--- config.mk ---
export PLATFORM = sky130hd
export DESIGN_NAME = vconn_fault_supervisor
export DESIGN_NICKNAME = d
export VERILOG_FILES = /design/src/vconn_sup_pkg.sv /design/src/vconn_fault_supervisor.sv
export SDC_FILE = /design/constraint.sdc
export NUM_CORES = 1
export LEC_CHECK = 0
export ABC_AREA = 1
export BUFFER_PORTS_ARGS = -buffer_cell sky130_fd_sc_hd__buf_2
export CORE_ASPECT_RATIO = 1.25
export CORE_MARGIN = 1.5
export CORE_UTILIZATION = 48
export DETAILED_ROUTE_END_ITERATION = 8
export MAX_ROUTING_LAYER = met4
export PLACE_DENSITY_LB_ADDON = 0.1
export SYNTH_ARGS = -nofsm -noshare
export SYNTH_HDL_FRONTEND = slang
export SYNTH_SLANG_ARGS = --single-unit
--- constraint.sdc ---
create_clock -name clock -period 1.8 [get_ports clock]
set_input_delay 0.09 -clock clock [delete_from_list [all_inputs] [get_ports clock]]
set_output_delay 0.09 -clock clock [all_outputs]
set_load 0.1 [all_outputs]
--- src/vconn_sup_pkg.sv ---
// Purpose: Shared constants and types for the cable supply fault supervisor.
// Assumes: 20 MHz system clock, AXI4-Lite register access with 32-bit data.
// Notes:   Timing figures are kept in their own units; cycle counts derive from them.
`default_nettype none
package vconn_sup_pkg;
  // Clock rate and documented times.
  localparam int unsigned CLK_HZ       = 20_000_000;
  localparam int unsigned DISCHARGE_MS = 250;
  localparam int unsigned RECOVERY_MS  = 25;
  localparam int unsigned TIMER_W      = 23;

  // Register byte offsets.
  localparam logic [7:0] OFS_CTRL   = 8'h00;
  localparam logic [7:0] OFS_ILIM   = 8'h04;
  localparam logic [7:0] OFS_FLAGS  = 8'h08;
  localparam logic [7:0] OFS_STATUS = 8'h0c;

  // Control register fields.
  localparam int unsigned CT_DISCH  = 0;
  localparam int unsigned CT_UVLO   = 1;
  localparam int unsigned CT_SW_EN  = 2;
  localparam int unsigned CT_UV_CHK = 3;
  localparam int unsigned CT_OV_CHK = 4;
  localparam logic [4:0]  CTRL_RST  = 5'h04;

  // Current-limit code: limit in mA is ILIM_BASE_MA plus code times ILIM_STEP_MA.
  localparam int unsigned ILIM_BASE_MA = 100;
  localparam int unsigned ILIM_STEP_MA = 50;
  localparam logic [3:0]  ILIM_MAX     = 4'ha;

  // Sticky fault flags.
  localparam int unsigned FL_OC   = 0;
  localparam int unsigned FL_TH   = 1;
  localparam int unsigned FL_OV   = 2;
  localparam int unsigned FL_RV   = 3;
  localparam int unsigned FL_PRES = 4;
  localparam int unsigned FL_W    = 5;

  // Synchronised comparator inputs.
  localparam int unsigned SY_OCP = 0;
  localparam int unsigned SY_HOT = 1;
  localparam int unsigned SY_VOK = 2;
  localparam int unsigned SY_OVP = 3;
  localparam int unsigned SY_RVP = 4;
  localparam int unsigned SY_PUL = 5;
  localparam int unsigned SY_PUO = 6;
  localparam int unsigned SY_VBS = 7;
  localparam int unsigned SY_VUV = 8;
  localparam int unsigned SY_VOV = 9;
  localparam int unsigned SY_CON = 10;
  localparam int unsigned SY_RA1 = 11;
  localparam int unsigned SY_RA2 = 12;
  localparam int unsigned SYNC_W = 13;

  // Configured power role.
  localparam logic [1:0] ROLE_SOURCE = 2'h0;
  localparam logic [1:0] ROLE_SINK   = 2'h1;
  localparam logic [1:0] ROLE_DUAL   = 2'h2;

  localparam logic [1:0] RESP_OKAY   = 2'h0;
  localparam logic [1:0] RESP_SLVERR = 2'h2;

  typedef enum logic [1:0] {
    ST_STANDBY    = 2'h0,
    ST_UNATTACHED = 2'h1,
    ST_ATTACHED   = 2'h3,
    ST_RECOVERY   = 2'h2
  } state_t;
endpackage : vconn_sup_pkg
`default_nettype wire

--- src/vconn_fault_supervisor.sv ---
// Purpose: Cable supply switch supervision, discharge, standby, dead battery and fault recovery.
// Assumes: Comparator and detector pins are asynchronous; role, attach and NVM inputs are on clock.
// Notes:   NVM limit, discharge and standby straps are sampled while rst is high; role and dead battery are read live.
`default_nettype none
// How it works
// - As source with discharge enabled, discharge CC for 250 ms after detach.
// - Discharge is off by default; NVM or software write enables it.
// - Current limit is 100 to 600 mA in 50 mA steps, software writable.
// - Power-on or reset reloads the current limit from NVM.
// - Any switch fault sets its flag and raises the alert.
// - Overcurrent sets its flag and alerts at once.
// - Overheat turns switch off until cool, flags, alerts, enters recovery.
// - Input undervoltage turns switch off, updates presence flag, alerts.
// - CC above 6.0 V opens switch until below, flags, alerts.
// - Reverse voltage with switch on opens it, flags, alerts.
// - Standby is off by default and only NVM enables it.
// - Standby at reset or disconnect; powers down; wakes on connection.
// - No standby in sink role with accessory support.
// - Dead battery pull-downs only in sink or dual role.
// - Dead battery sink attach completes, then sink power path enables.
// - Recovery drops source power path and terminations, then unattached source.
// - Recovery on heat, pull-up low, pull-up overvoltage, bus or supply faults.
// - Status bits show fault state or the enable governing its detection.
// - Cable supply only on unwired pin with role, enable, sink, Ra, input ok.
// - Input lockout defaults to 4.65 V; software may select 2.65 V.
module vconn_fault_supervisor
  import vconn_sup_pkg::*;
#(
  parameter int unsigned DISCHARGE_CYCLES = CLK_HZ / 1000 * DISCHARGE_MS,
  parameter int unsigned RECOVERY_CYCLES  = CLK_HZ / 1000 * RECOVERY_MS
) (
  input  wire logic        clock,
  input  wire logic        rst,
  // AXI4-Lite slave.
  input  wire logic [7:0]  s_axi_awaddr,
  input  wire logic        s_axi_awvalid,
  output logic             s_axi_awready,
  input  wire logic [31:0] s_axi_wdata,
  input  wire logic [3:0]  s_axi_wstrb,
  input  wire logic        s_axi_wvalid,
  output logic             s_axi_wready,
  output logic [1:0]       s_axi_bresp,
  output logic             s_axi_bvalid,
  input  wire logic        s_axi_bready,
  input  wire logic [7:0]  s_axi_araddr,
  input  wire logic        s_axi_arvalid,
  output logic             s_axi_arready,
  output logic [31:0]      s_axi_rdata,
  output logic [1:0]       s_axi_rresp,
  output logic             s_axi_rvalid,
  input  wire logic        s_axi_rready,
  // NVM start-up configuration.
  input  wire logic        nvm_discharge_en,
  input  wire logic        nvm_standby_en,
  input  wire logic [3:0]  nvm_ilim,
  input  wire logic [1:0]  nvm_role,
  input  wire logic        nvm_accessory,
  input  wire logic        nvm_dead_battery,
  // Type-C state from the attach logic.
  input  wire logic        partner_attached,
  input  wire logic        acting_source,
  input  wire logic        wired_cc2,
  // Asynchronous comparators and detectors.
  input  wire logic        sw_overcurrent,
  input  wire logic        over_temp,
  input  wire logic        vconn_above_lockout,
  input  wire logic        cc_overvoltage,
  input  wire logic        cc_reverse_voltage,
  input  wire logic        pullup_low,
  input  wire logic        pullup_overvoltage,
  input  wire logic        vbus_in_range,
  input  wire logic        vdd_undervoltage,
  input  wire logic        vdd_overvoltage,
  input  wire logic        connection_seen,
  input  wire logic        ra_on_cc1,
  input  wire logic        ra_on_cc2,
  // Outputs to the analog front end and system.
  output logic             vconn_cc1_on,
  output logic             vconn_cc2_on,
  output logic             discharge_on,
  output logic [3:0]       ilim_code,
  output logic             lockout_low_sel,
  output logic             alert,
  output logic             source_power_path_enable,
  output logic             sink_power_path_enable,
  output logic             terminations_off,
  output logic             standby,
  output logic             dead_battery_term_one,
  output logic             dead_battery_term_two,
  output logic             fault_recovery_state
);

  typedef struct packed {
    state_t             state;
    logic [SYNC_W-1:0]  s1;
    logic [SYNC_W-1:0]  s2;
    logic               present_d;
    logic [4:0]         ctrl;
    logic [3:0]         ilim;
    logic               standby_ok;
    logic [FL_W-1:0]    flags;
    logic [TIMER_W-1:0] rec_cnt;
    logic [TIMER_W-1:0] dis_cnt;
    logic               vc1;
    logic               vc2;
    logic               src_en;
    logic               snk_en;
    logic               bvalid;
    logic [1:0]         bresp;
    logic               rvalid;
    logic [1:0]         rresp;
    logic [31:0]        rdata;
  } regs_t;

  regs_t             r;
  regs_t             next_r;
  regs_t             rst_r;
  logic [SYNC_W-1:0] async_in;
  logic              wr_fire;
  logic              rd_fire;
  logic              fault_rec;
  logic              vc_ok;
  logic              attached_now;
  logic              role_not_sink;
  logic              role_not_src;
  logic [FL_W-1:0]   flag_set;
  logic [FL_W-1:0]   flag_clr;
  logic [3:0]        wr_ilim;

  // Comparator pins gathered for the two-stage synchroniser.
  assign async_in = {ra_on_cc2, ra_on_cc1, connection_seen, vdd_overvoltage, vdd_undervoltage,
                     vbus_in_range, pullup_overvoltage, pullup_low, cc_reverse_voltage,
                     cc_overvoltage, vconn_above_lockout, over_temp, sw_overcurrent};

  assign role_not_sink = (nvm_role != ROLE_SINK);
  assign role_not_src  = (nvm_role != ROLE_SOURCE);

  // Reset image: defaults and NVM values are reloaded on every reset.
  // Synchronisers keep sampling through reset, so no false presence change follows its release.
  always_comb begin
    rst_r            = '0;
    rst_r.s1         = async_in;
    rst_r.s2         = r.s1;
    rst_r.present_d  = r.s2[SY_VOK];
    rst_r.ctrl       = CTRL_RST;
    rst_r.ctrl[CT_DISCH] = nvm_discharge_en;
    rst_r.ilim       = (nvm_ilim > ILIM_MAX) ? ILIM_MAX : nvm_ilim;
    rst_r.standby_ok = nvm_standby_en && !(nvm_role == ROLE_SINK && nvm_accessory);
    rst_r.state      = rst_r.standby_ok ? ST_STANDBY : ST_UNATTACHED;
  end

  // Bus handshakes: write needs address and data together, one transfer in flight.
  assign wr_fire       = s_axi_awvalid && s_axi_wvalid && !r.bvalid;
  assign rd_fire       = s_axi_arvalid && !r.rvalid;
  assign s_axi_awready = wr_fire;
  assign s_axi_wready  = wr_fire;
  assign s_axi_arready = !r.rvalid;

  // Next-state logic for the whole block.
  always_comb begin
    next_r    = r;
    flag_clr  = '0;
    wr_ilim   = s_axi_wdata[3:0];
    // Two flip-flop synchroniser on every comparator.
    next_r.s1 = async_in;
    next_r.s2 = r.s1;
    next_r.present_d = r.s2[SY_VOK];

    // Register writes.
    if (r.bvalid && s_axi_bready) begin
      next_r.bvalid = 1'b0;
    end
    if (wr_fire) begin
      next_r.bvalid = 1'b1;
      next_r.bresp  = RESP_OKAY;
      unique case (s_axi_awaddr)
        OFS_CTRL: begin
          if (s_axi_wstrb[0]) begin
            next_r.ctrl = s_axi_wdata[4:0];
          end
        end
        OFS_ILIM: begin
          if (s_axi_wstrb[0]) begin
            next_r.ilim = (wr_ilim > ILIM_MAX) ? ILIM_MAX : wr_ilim;
          end
        end
        OFS_FLAGS: begin
          if (s_axi_wstrb[0]) begin
            flag_clr = s_axi_wdata[FL_W-1:0];
          end
        end
        OFS_STATUS: begin
          next_r.bresp = RESP_OKAY;
        end
        default: begin
          next_r.bresp = RESP_SLVERR;
        end
      endcase
    end

    // Register reads.
    if (r.rvalid && s_axi_rready) begin
      next_r.rvalid = 1'b0;
    end
    if (rd_fire) begin
      next_r.rvalid = 1'b1;
      next_r.rresp  = RESP_OKAY;
      next_r.rdata  = '0;
      unique case (s_axi_araddr)
        OFS_CTRL:   next_r.rdata[4:0] = r.ctrl;
        OFS_ILIM:   next_r.rdata[3:0] = r.ilim;
        OFS_FLAGS:  next_r.rdata[FL_W-1:0] = r.flags;
        OFS_STATUS: begin
          next_r.rdata[0]   = r.s2[SY_VOK];
          next_r.rdata[1]   = !r.s2[SY_PUL];
          next_r.rdata[2]   = r.s2[SY_PUO];
          next_r.rdata[3]   = r.s2[SY_VBS];
          next_r.rdata[4]   = r.ctrl[CT_UV_CHK];
          next_r.rdata[5]   = r.ctrl[CT_OV_CHK];
          next_r.rdata[7:6] = r.state;
          next_r.rdata[8]   = r.vc1;
          next_r.rdata[9]   = r.vc2;
          next_r.rdata[10]  = (r.dis_cnt != '0);
        end
        default: next_r.rresp = RESP_SLVERR;
      endcase
    end

    // Sticky fault flags; a new event wins over a clear in the same cycle.
    flag_set          = '0;
    flag_set[FL_OC]   = r.s2[SY_OCP];
    flag_set[FL_TH]   = r.s2[SY_HOT];
    flag_set[FL_OV]   = r.s2[SY_OVP];
    flag_set[FL_RV]   = r.s2[SY_RVP] && (r.vc1 || r.vc2);
    flag_set[FL_PRES] = r.s2[SY_VOK] ^ r.present_d;
    next_r.flags      = (r.flags & ~flag_clr) | flag_set;

    // Recovery causes; bus and supply checks only count while attached.
    attached_now = (r.state == ST_ATTACHED);
    fault_rec = r.s2[SY_HOT] || r.s2[SY_PUL] || r.s2[SY_PUO] ||
                (attached_now && (!r.s2[SY_VBS] ||
                                  (r.ctrl[CT_UV_CHK] && r.s2[SY_VUV]) ||
                                  (r.ctrl[CT_OV_CHK] && r.s2[SY_VOV])));

    // Discharge timer runs down on its own.
    if (r.dis_cnt != '0) begin
      next_r.dis_cnt = r.dis_cnt - 1'b1;
    end

    // Port state machine.
    unique case (r.state)
      ST_STANDBY: begin
        if (r.s2[SY_CON]) begin
          next_r.state = ST_UNATTACHED;
        end
      end
      ST_UNATTACHED: begin
        if (partner_attached) begin
          next_r.state = ST_ATTACHED;
        end else if (r.standby_ok && !r.s2[SY_CON]) begin
          next_r.state = ST_STANDBY;
        end
      end
      ST_ATTACHED: begin
        if (!partner_attached) begin
          // Standby waits in unattached until the stale connection sample has cleared.
          next_r.state = ST_UNATTACHED;
          if (acting_source && r.ctrl[CT_DISCH]) begin
            next_r.dis_cnt = TIMER_W'(DISCHARGE_CYCLES);
          end
        end
      end
      ST_RECOVERY: begin
        if (r.rec_cnt == '0) begin
          next_r.state = ST_UNATTACHED;
        end else begin
          next_r.rec_cnt = r.rec_cnt - 1'b1;
        end
      end
    endcase

    // Fault entry overrides every other transition; monitors sleep in standby.
    if (fault_rec && r.state != ST_RECOVERY && r.state != ST_STANDBY) begin
      next_r.state   = ST_RECOVERY;
      next_r.rec_cnt = TIMER_W'(RECOVERY_CYCLES - 1);
    end

    // Cable supply switch gating on the unwired pin.
    vc_ok = role_not_sink && r.ctrl[CT_SW_EN] && next_r.state == ST_ATTACHED && acting_source &&
            r.s2[SY_VOK] && !r.s2[SY_HOT] && !r.s2[SY_OVP] && !r.s2[SY_RVP] &&
            next_r.dis_cnt == '0;
    next_r.vc1 = vc_ok && wired_cc2 && r.s2[SY_RA1];
    next_r.vc2 = vc_ok && !wired_cc2 && r.s2[SY_RA2];

    // Power path enables follow the attached state and monitor checks.
    next_r.src_en = next_r.state == ST_ATTACHED && acting_source && role_not_sink && r.s2[SY_VBS] &&
                    !(r.ctrl[CT_UV_CHK] && r.s2[SY_VUV]) &&
                    !(r.ctrl[CT_OV_CHK] && r.s2[SY_VOV]);
    next_r.snk_en = next_r.state == ST_ATTACHED && !acting_source && role_not_src &&
                    r.s2[SY_VBS];
  end

  // Single state register.
  always_ff @(posedge clock) begin
    if (rst) begin
      r <= rst_r;
    end else begin
      r <= next_r;
    end
  end

  // Outputs.
  assign s_axi_bvalid             = r.bvalid;
  assign s_axi_bresp              = r.bresp;
  assign s_axi_rvalid             = r.rvalid;
  assign s_axi_rresp              = r.rresp;
  assign s_axi_rdata              = r.rdata;
  assign vconn_cc1_on             = r.vc1;
  assign vconn_cc2_on             = r.vc2;
  assign discharge_on             = (r.dis_cnt != '0);
  assign ilim_code                = r.ilim;
  assign lockout_low_sel          = r.ctrl[CT_UVLO];
  assign alert                    = |r.flags;
  assign source_power_path_enable = r.src_en;
  assign sink_power_path_enable   = r.snk_en;
  assign fault_recovery_state     = (r.state == ST_RECOVERY);
  assign terminations_off         = (r.state == ST_RECOVERY);
  assign standby                  = (r.state == ST_STANDBY);
  // Dead battery pull-downs outside source role whenever the port is not sourcing or recovering.
  assign dead_battery_term_one    = nvm_dead_battery && role_not_src && !terminations_off &&
                                    !(attached_now && acting_source);
  assign dead_battery_term_two    = dead_battery_term_one;
endmodule : vconn_fault_supervisor
`default_nettype wire

After elaboration in Yosys (flattened, before gate mapping)
Cells that the tools add are included.
{"block": "totals", "reg_bits": 111, "word_cells": 163}
{"block": "op_classes", "n_addsub": 2, "reduce_logical": 84, "bitwise_logic": 5, "muxes": 35, "eq_ne": 14, "magnitude_cmp": 2}
{"op": "2-to-1 mux 23 bit", "n": 7}
{"op": "2-to-1 mux 132 bit", "n": 1}
{"op": "zero test 23 bit", "n": 2}
{"op": "subtractor 23 x 1 -> 23 bit (second input constant)", "n": 2}
{"op": "logical AND 1 bit", "n": 39}
{"op": "2-to-1 mux 35 bit", "n": 1}
{"op": "equality test 8 x 4 -> 1 bit (second input constant)", "n": 4}
{"op": "2-to-1 mux 5 bit", "n": 5}
{"op": "nonzero test 23 bit", "n": 1}
{"op": "nonzero test 2 bit", "n": 9}
{"op": "equality test 8 x 3 -> 1 bit (second input constant)", "n": 2}
{"op": "zero test 8 bit", "n": 2}
{"op": "2-to-1 mux 2 bit", "n": 8}
{"op": "2-to-1 mux 4 bit", "n": 4}
{"op": "case mux 4 bit (4 select lines)", "n": 1}
{"op": "zero test 1 bit", "n": 15}
{"op": "2-to-1 mux 9 bit", "n": 1}
{"op": "AND reduction 3 bit", "n": 3}
{"op": "> comparator 4 bit (second input constant)", "n": 2}
{"op": "case mux 2 bit (4 select lines)", "n": 1}
{"op": "OR reduction 4 bit", "n": 2}
{"op": "equality test 2 bit (second input constant)", "n": 3}
{"op": "logical OR 1 bit", "n": 6}
{"op": "2-to-1 mux 6 bit", "n": 1}
{"op": "other kinds (15)", "n": 20}

Logic depth before layout (Yosys ltp)
{"block": "logic_depth", "ltp_word": 19, "ltp_mapped": 16, "depth_no_buf": 16}

Worst setup path before layout
Ideal clock, no wire load.
{"block": "synth_path", "path_kind": "reg-to-reg", "startpoint": "register r (netlist bit s_axi_bvalid)", "endpoint": "register r (netlist bit ilim_code[0]), enable pin", "arrival_ps": 3487, "required_time_ps": 1421, "setup_slack_ps": -2066, "setup_ps": 379, "n_path_buf": 0, "path_stages_with_launch": 4, "path_cell_list": "dfxtp_1 -> nor2_1 -> nand2_1 -> o41ai_1"}
{"block": "synth_between", "elab_chain_len": 4}
{"element": "start, declared", "line": "vconn_fault_supervisor.sv:115", "text": "regs_t r;"}
{"element": "start signal, assigned", "line": "vconn_fault_supervisor.sv:306", "text": "r <= rst_r;"}
{"element": "start signal, assigned", "line": "vconn_fault_supervisor.sv:308", "text": "r <= next_r;"}
{"element": "zero test 1 bit", "line": "vconn_fault_supervisor.sv:153", "text": "assign wr_fire = s_axi_awvalid && s_axi_wvalid && !r.bvalid;"}
{"element": "logical AND 1 bit", "line": "vconn_fault_supervisor.sv:153"}
{"element": "net s_axi_awready", "line": "vconn_fault_supervisor.sv:37", "text": "output logic s_axi_awready,"}
{"element": "nonzero test 2 bit (no source line)"}
{"element": "AND reduction 3 bit (no source line)"}
The timed path passes the listed nets, and every way through them passes these cells.
A chain may end at the register's enable or synchronous reset.

Worst setup path in the final report
{"block": "layout_path", "startpoint": "register r[42] (netlist bit)", "endpoint": "register r (netlist bit vconn_cc1_on)"}
{"block": "layout_between", "elab_chain_len": 9, "elab_cells_between_ends": 10}
{"element": "subtractor 23 x 1 -> 23 bit / nonzero test 23 bit (equally long branches)", "line": "vconn_fault_supervisor.sv:247, vconn_fault_supervisor.sv:246"}
{"element": "2-to-1 mux 23 bit *", "line": "vconn_fault_supervisor.sv:246", "text": "if (r.dis_cnt != '0) begin"}
{"element": "2-to-1 mux 23 bit", "line": "vconn_fault_supervisor.sv:268", "text": "if (acting_source && r.ctrl[CT_DISCH]) begin"}
{"element": "2-to-1 mux 23 bit", "line": "vconn_fault_supervisor.sv:265", "text": "if (!partner_attached) begin"}
{"element": "2-to-1 mux 23 bit *", "line": "vconn_fault_supervisor.sv:251", "text": "unique case (r.state)"}
{"element": "zero test 23 bit *", "line": "vconn_fault_supervisor.sv:291", "text": "next_r.dis_cnt == '0;"}
{"element": "logical AND 1 bit *", "line": "vconn_fault_supervisor.sv:290", "text": "r.s2[SY_VOK] && !r.s2[SY_HOT] && !r.s2[SY_OVP] && !r.s2[SY_RVP] &&"}
{"element": "logical AND 1 bit * (2 in a row)", "line": "vconn_fault_supervisor.sv:292", "text": "next_r.vc1 = vc_ok && wired_cc2 && r.s2[SY_RA1];"}
Every way passes the cells marked *; elsewhere a longest branch is shown, timed or not.

==> out/results.md <==
* 98.49 um — die extent in x
* 142 — number of top-level design ports
* 7.123 um^2 — mean area per synthesized cell
* 35.05% — share of cells above drive strength 1
* 0.9559 — Final GP Congestion
* 450 — Starting DRT DRC Count
* -0.08 ns — internal reg-to-reg setup slack
* sky130_fd_sc_hd__clkbuf_16 — Clk Tree Root Cell
* 0 — synth warn
* 47 — number of distinct library cells after synthesis
* 88 — PortBufs
* 25.40% — Overall Global Routing Usage
* 768 — number of instances in the synthesized netlist
* sky130_fd_sc_hd__dfxtp_1 — leading area contributor after synthesis
* 109 — count of clock tree sinks
* 0 — initial antenna violation count
* 0 — number of hold-slack violations in the final timing report
* 5639 — total number of vias
* 11.30% — Synth Area in Compound Gates
* 0.6862% — adder-cell share of the synthesized area
* 7 — worst-path maximum fanout
* reg -> reg — worst setup path category
* negative setup slack — failing checks
* 109 — number of flip-flops and latches in the synthesized netlist
* 43 — Core Rows
* 0.5778 ns — worst-margin pin slew
* 40.99% — sequential share of the synthesized area
* 6 — number of enable-type register cells in the synthesized netlist
* 2 — Finish-stage setup viols
* 2.16 ns — CP Data Arrival Time
* r[42] — origin of the critical flop-to-flop path
* 37.53% — Synth-to-Final Area Change
* vconn_cc1_on — Worst Setup EP
* sky130_fd_sc_hd__dfxtp_1 — flip-flop cell with the highest count after synthesis
* 7523 um^2 — finished layout cell area
* 0.5313 GHz — achievable frequency
* 2.08 ns — critical path required time
* 14 — cell depth of the worst flop-to-flop path
* vconn_cc1_on — FF-to-FF End
* 6397 um^2 — instance area after placement
* 1.441% — synthesized-area fraction occupied by xor and xnor cells
* 0.001709 V — Max IR drop VDD
* 15.47 mm — wire length reported by the detailed router
* 1036 — final-stage net count
* 2 — number of buffers on the longest clock path
* 23.91 mm — first-pass GRT wire length
* 3.619 nW — cell leakage power
* register — startpoint types
* 0 — remaining design rule violation count
* 5230 — via count of the first global-routing pass
* 0% — async set or reset register ratio after synthesis
* 0.02063 ns — worst hold slack
* sky130_fd_sc_hd__dfxtp_1 (38%), sky130_fd_sc_hd__nand2_1 (10%), sky130_fd_sc_hd__nor2_1 (7.5%) — top area cells in the synthesized netlist
* 0% — multiplexer area fraction after synthesis
* true — setup repair after global routing missed its margin
* simple AND/OR/NAND/NOR gates — dominant combinational cell family by area after synthesis
* 0 — total congestion overflow after global routing
* finished with violations — run status
* built — TritonCTS clock tree
* 1602 nW/um^2 — power per standard cell area
* 5 — drt first pass iters
* sky130_fd_sc_hd__nand2_1 — most common cell after layout, fill and taps aside
* 5.183 — via density per instance
* 104.6% — Final Cycle Share
* 52 — maximum number of pins on one net before global-route repair
* 9 — TritonCTS Buffers
* 5470 um^2 — synthesized cell area
* 10.77 mm — Final HPWL DP
* 0 — count of inserted antenna diode cells
* 0.01136 ns — setup skew after layout
* 122.4 um — height of the die
* 31.47% — Synth Area in Simple Gates
* 61.48% — worst max-slew margin expressed relative to the limit
* 49.36% — Starting Density
* sky130_fd_sc_hd__nand2_1 (134), sky130_fd_sc_hd__buf_4 (96), sky130_fd_sc_hd__nor2_1 (85), sky130_fd_sc_hd__buf_2 (85), sky130_fd_sc_hd__inv_1 (84) — commonest cells after routing, fill and taps aside
* in -> reg — worst min path class
* 0.08 ns — CTS clk-pin slew, worst paths
* 11080 um^2 — placeable core area
* 0 — final antenna-violating net count
* r[42] — start point of the critical path
* 14.22 um — mean routed wirelength per cell
* 1.882 ns — final critical-path required period
* register — endpoint type of the worst setup path
* 0.35 ns — insertion delay to the later sink of the worst-skew pair
* 37.69% — area share of the largest cell type after synthesis
* 3 — H-tree level count
* 67.88% — fraction of the core area covered by cells at the end of the flow
* 12050 um^2 — Die Area
* 0 — max-slew violations
* 0 — max-cap check violation count
* -0.08228 ns — fin worst setup slack
## Yosys cell counts (all sizes together) (3+ instances only)
master,count
nand2,157
nor2,126
dfxtp,103
inv,96
nand3,55
buf,47
a21oi,46
o21ai,31
nor3,19
nand4,15
clkbuf,13
o22ai,8
a31oi,6
edfxtp,6
xnor2,6
o31ai,5
nor4,4
ha,3
xor2,3
## critical path, stage by stage, from the launching register on
cell and delay (ns):
sky130_fd_sc_hd__dfxtp_4 0.36, sky130_fd_sc_hd__inv_4 0.07, sky130_fd_sc_hd__ha_4 0.17, sky130_fd_sc_hd__nand2_8 0.07, sky130_fd_sc_hd__nor2_4 0.16, sky130_fd_sc_hd__nand3_4 0.17, sky130_fd_sc_hd__nand3_2 0.13, sky130_fd_sc_hd__nand2_1 0.05
sky130_fd_sc_hd__inv_1 0.07, sky130_fd_sc_hd__nand2_1 0.06, sky130_fd_sc_hd__nor2_2 0.10, sky130_fd_sc_hd__nand3_1 0.09, sky130_fd_sc_hd__nor2_1 0.12, sky130_fd_sc_hd__nand2_1 0.10, sky130_fd_sc_hd__nor2_1 0.10
## metal layers
layer | vias to the layer above | global-route usage, % | part of all wire [%]
li1 | 2793 | - | -
met1 | 2608 | 29.56 | 40
met2 | 199 | 43.15 | 51
met3 | 39 | 4.784 | 5.8
met4 | 0 | 10.48 | 2.8
met5 | - | - | 0
## through the flow
step           TNS (ns)  cells  setup WS, ns  power, W
2_1_floorplan    -2.422    790       -0.2726  0.006761
3_3_place_gp    -0.1449   1017      -0.07285  0.008402
3_5_place_dp    -0.2586   1017       -0.1370  0.008456
4_1_cts        -0.02703   1064      -0.02703   0.01136
5_1_grt          -1.265   1088       -0.2716   0.01277
6_report        -0.1588   1088      -0.08228   0.01205
## final cells by class
class	count	area [um^2]
flip-flops and latches	109	2282
multi-input cells	525	2954
inverters	97	382.9
clock buffers	10	229.0
clock inverters	6	55.05
fillers	924	3560
repair buffers	206	1451
well taps	135	168.9
## kinds of logic (layout without fill, tap and decap cells)
family | count (synthesis) | after routing
xor+xnor | 9 | 9
compound gates | 108 | 108
buf+inv | 157 | 319
fa+ha+maj | 3 | 3
simple gates | 381 | 382
other cells | 1 | 23
flops | 109 | 109
## worst min-delay path by stage
stage,startpoint,endpoint,slack (ns),cells after the start
floorplan,sw_overcurrent,next_r[104],0.12,0
global placement,vbus_in_range,next_r[111],0.19,1
detailed placement,pullup_low,next_r[109],0.19,1
CTS,s_axi_wdata[1],lockout_low_sel,0.006,3
global route,s_axi_wdata[1],lockout_low_sel,0.02,3
finish,s_axi_wdata[1],lockout_low_sel,0.02,3
## where the power goes
part           internal (W)  leakage, nW  switching [W]
Combinational       0.00294         2.57        0.00403
Sequential          0.00280        0.919       0.000352
Clock              0.000968        0.133       0.000954
Total               0.00671         3.62        0.00534
## flip-flops by register name, indices dropped and copies added (netlist names), 3 cells and up
signal	cells
ilim_code	4
s_axi_rdata	11
r	67
next_r	15
flag_set	3
## timing repair
| item | in CTS | in global routing |
|---|---|---|
| hold buffers | 16 | 0 |
| buffers inserted | 14 | 25 |
| pin swaps | 32 | 49 |
| gates cloned | 1 | 0 |
| resized for setup | 57 | 57 |
| endpoints found under the hold margin | 16 | 0 |
| endpoints found under the setup margin | 6 | 23 |
Note: power is estimated with default switching activity, not from simulation.
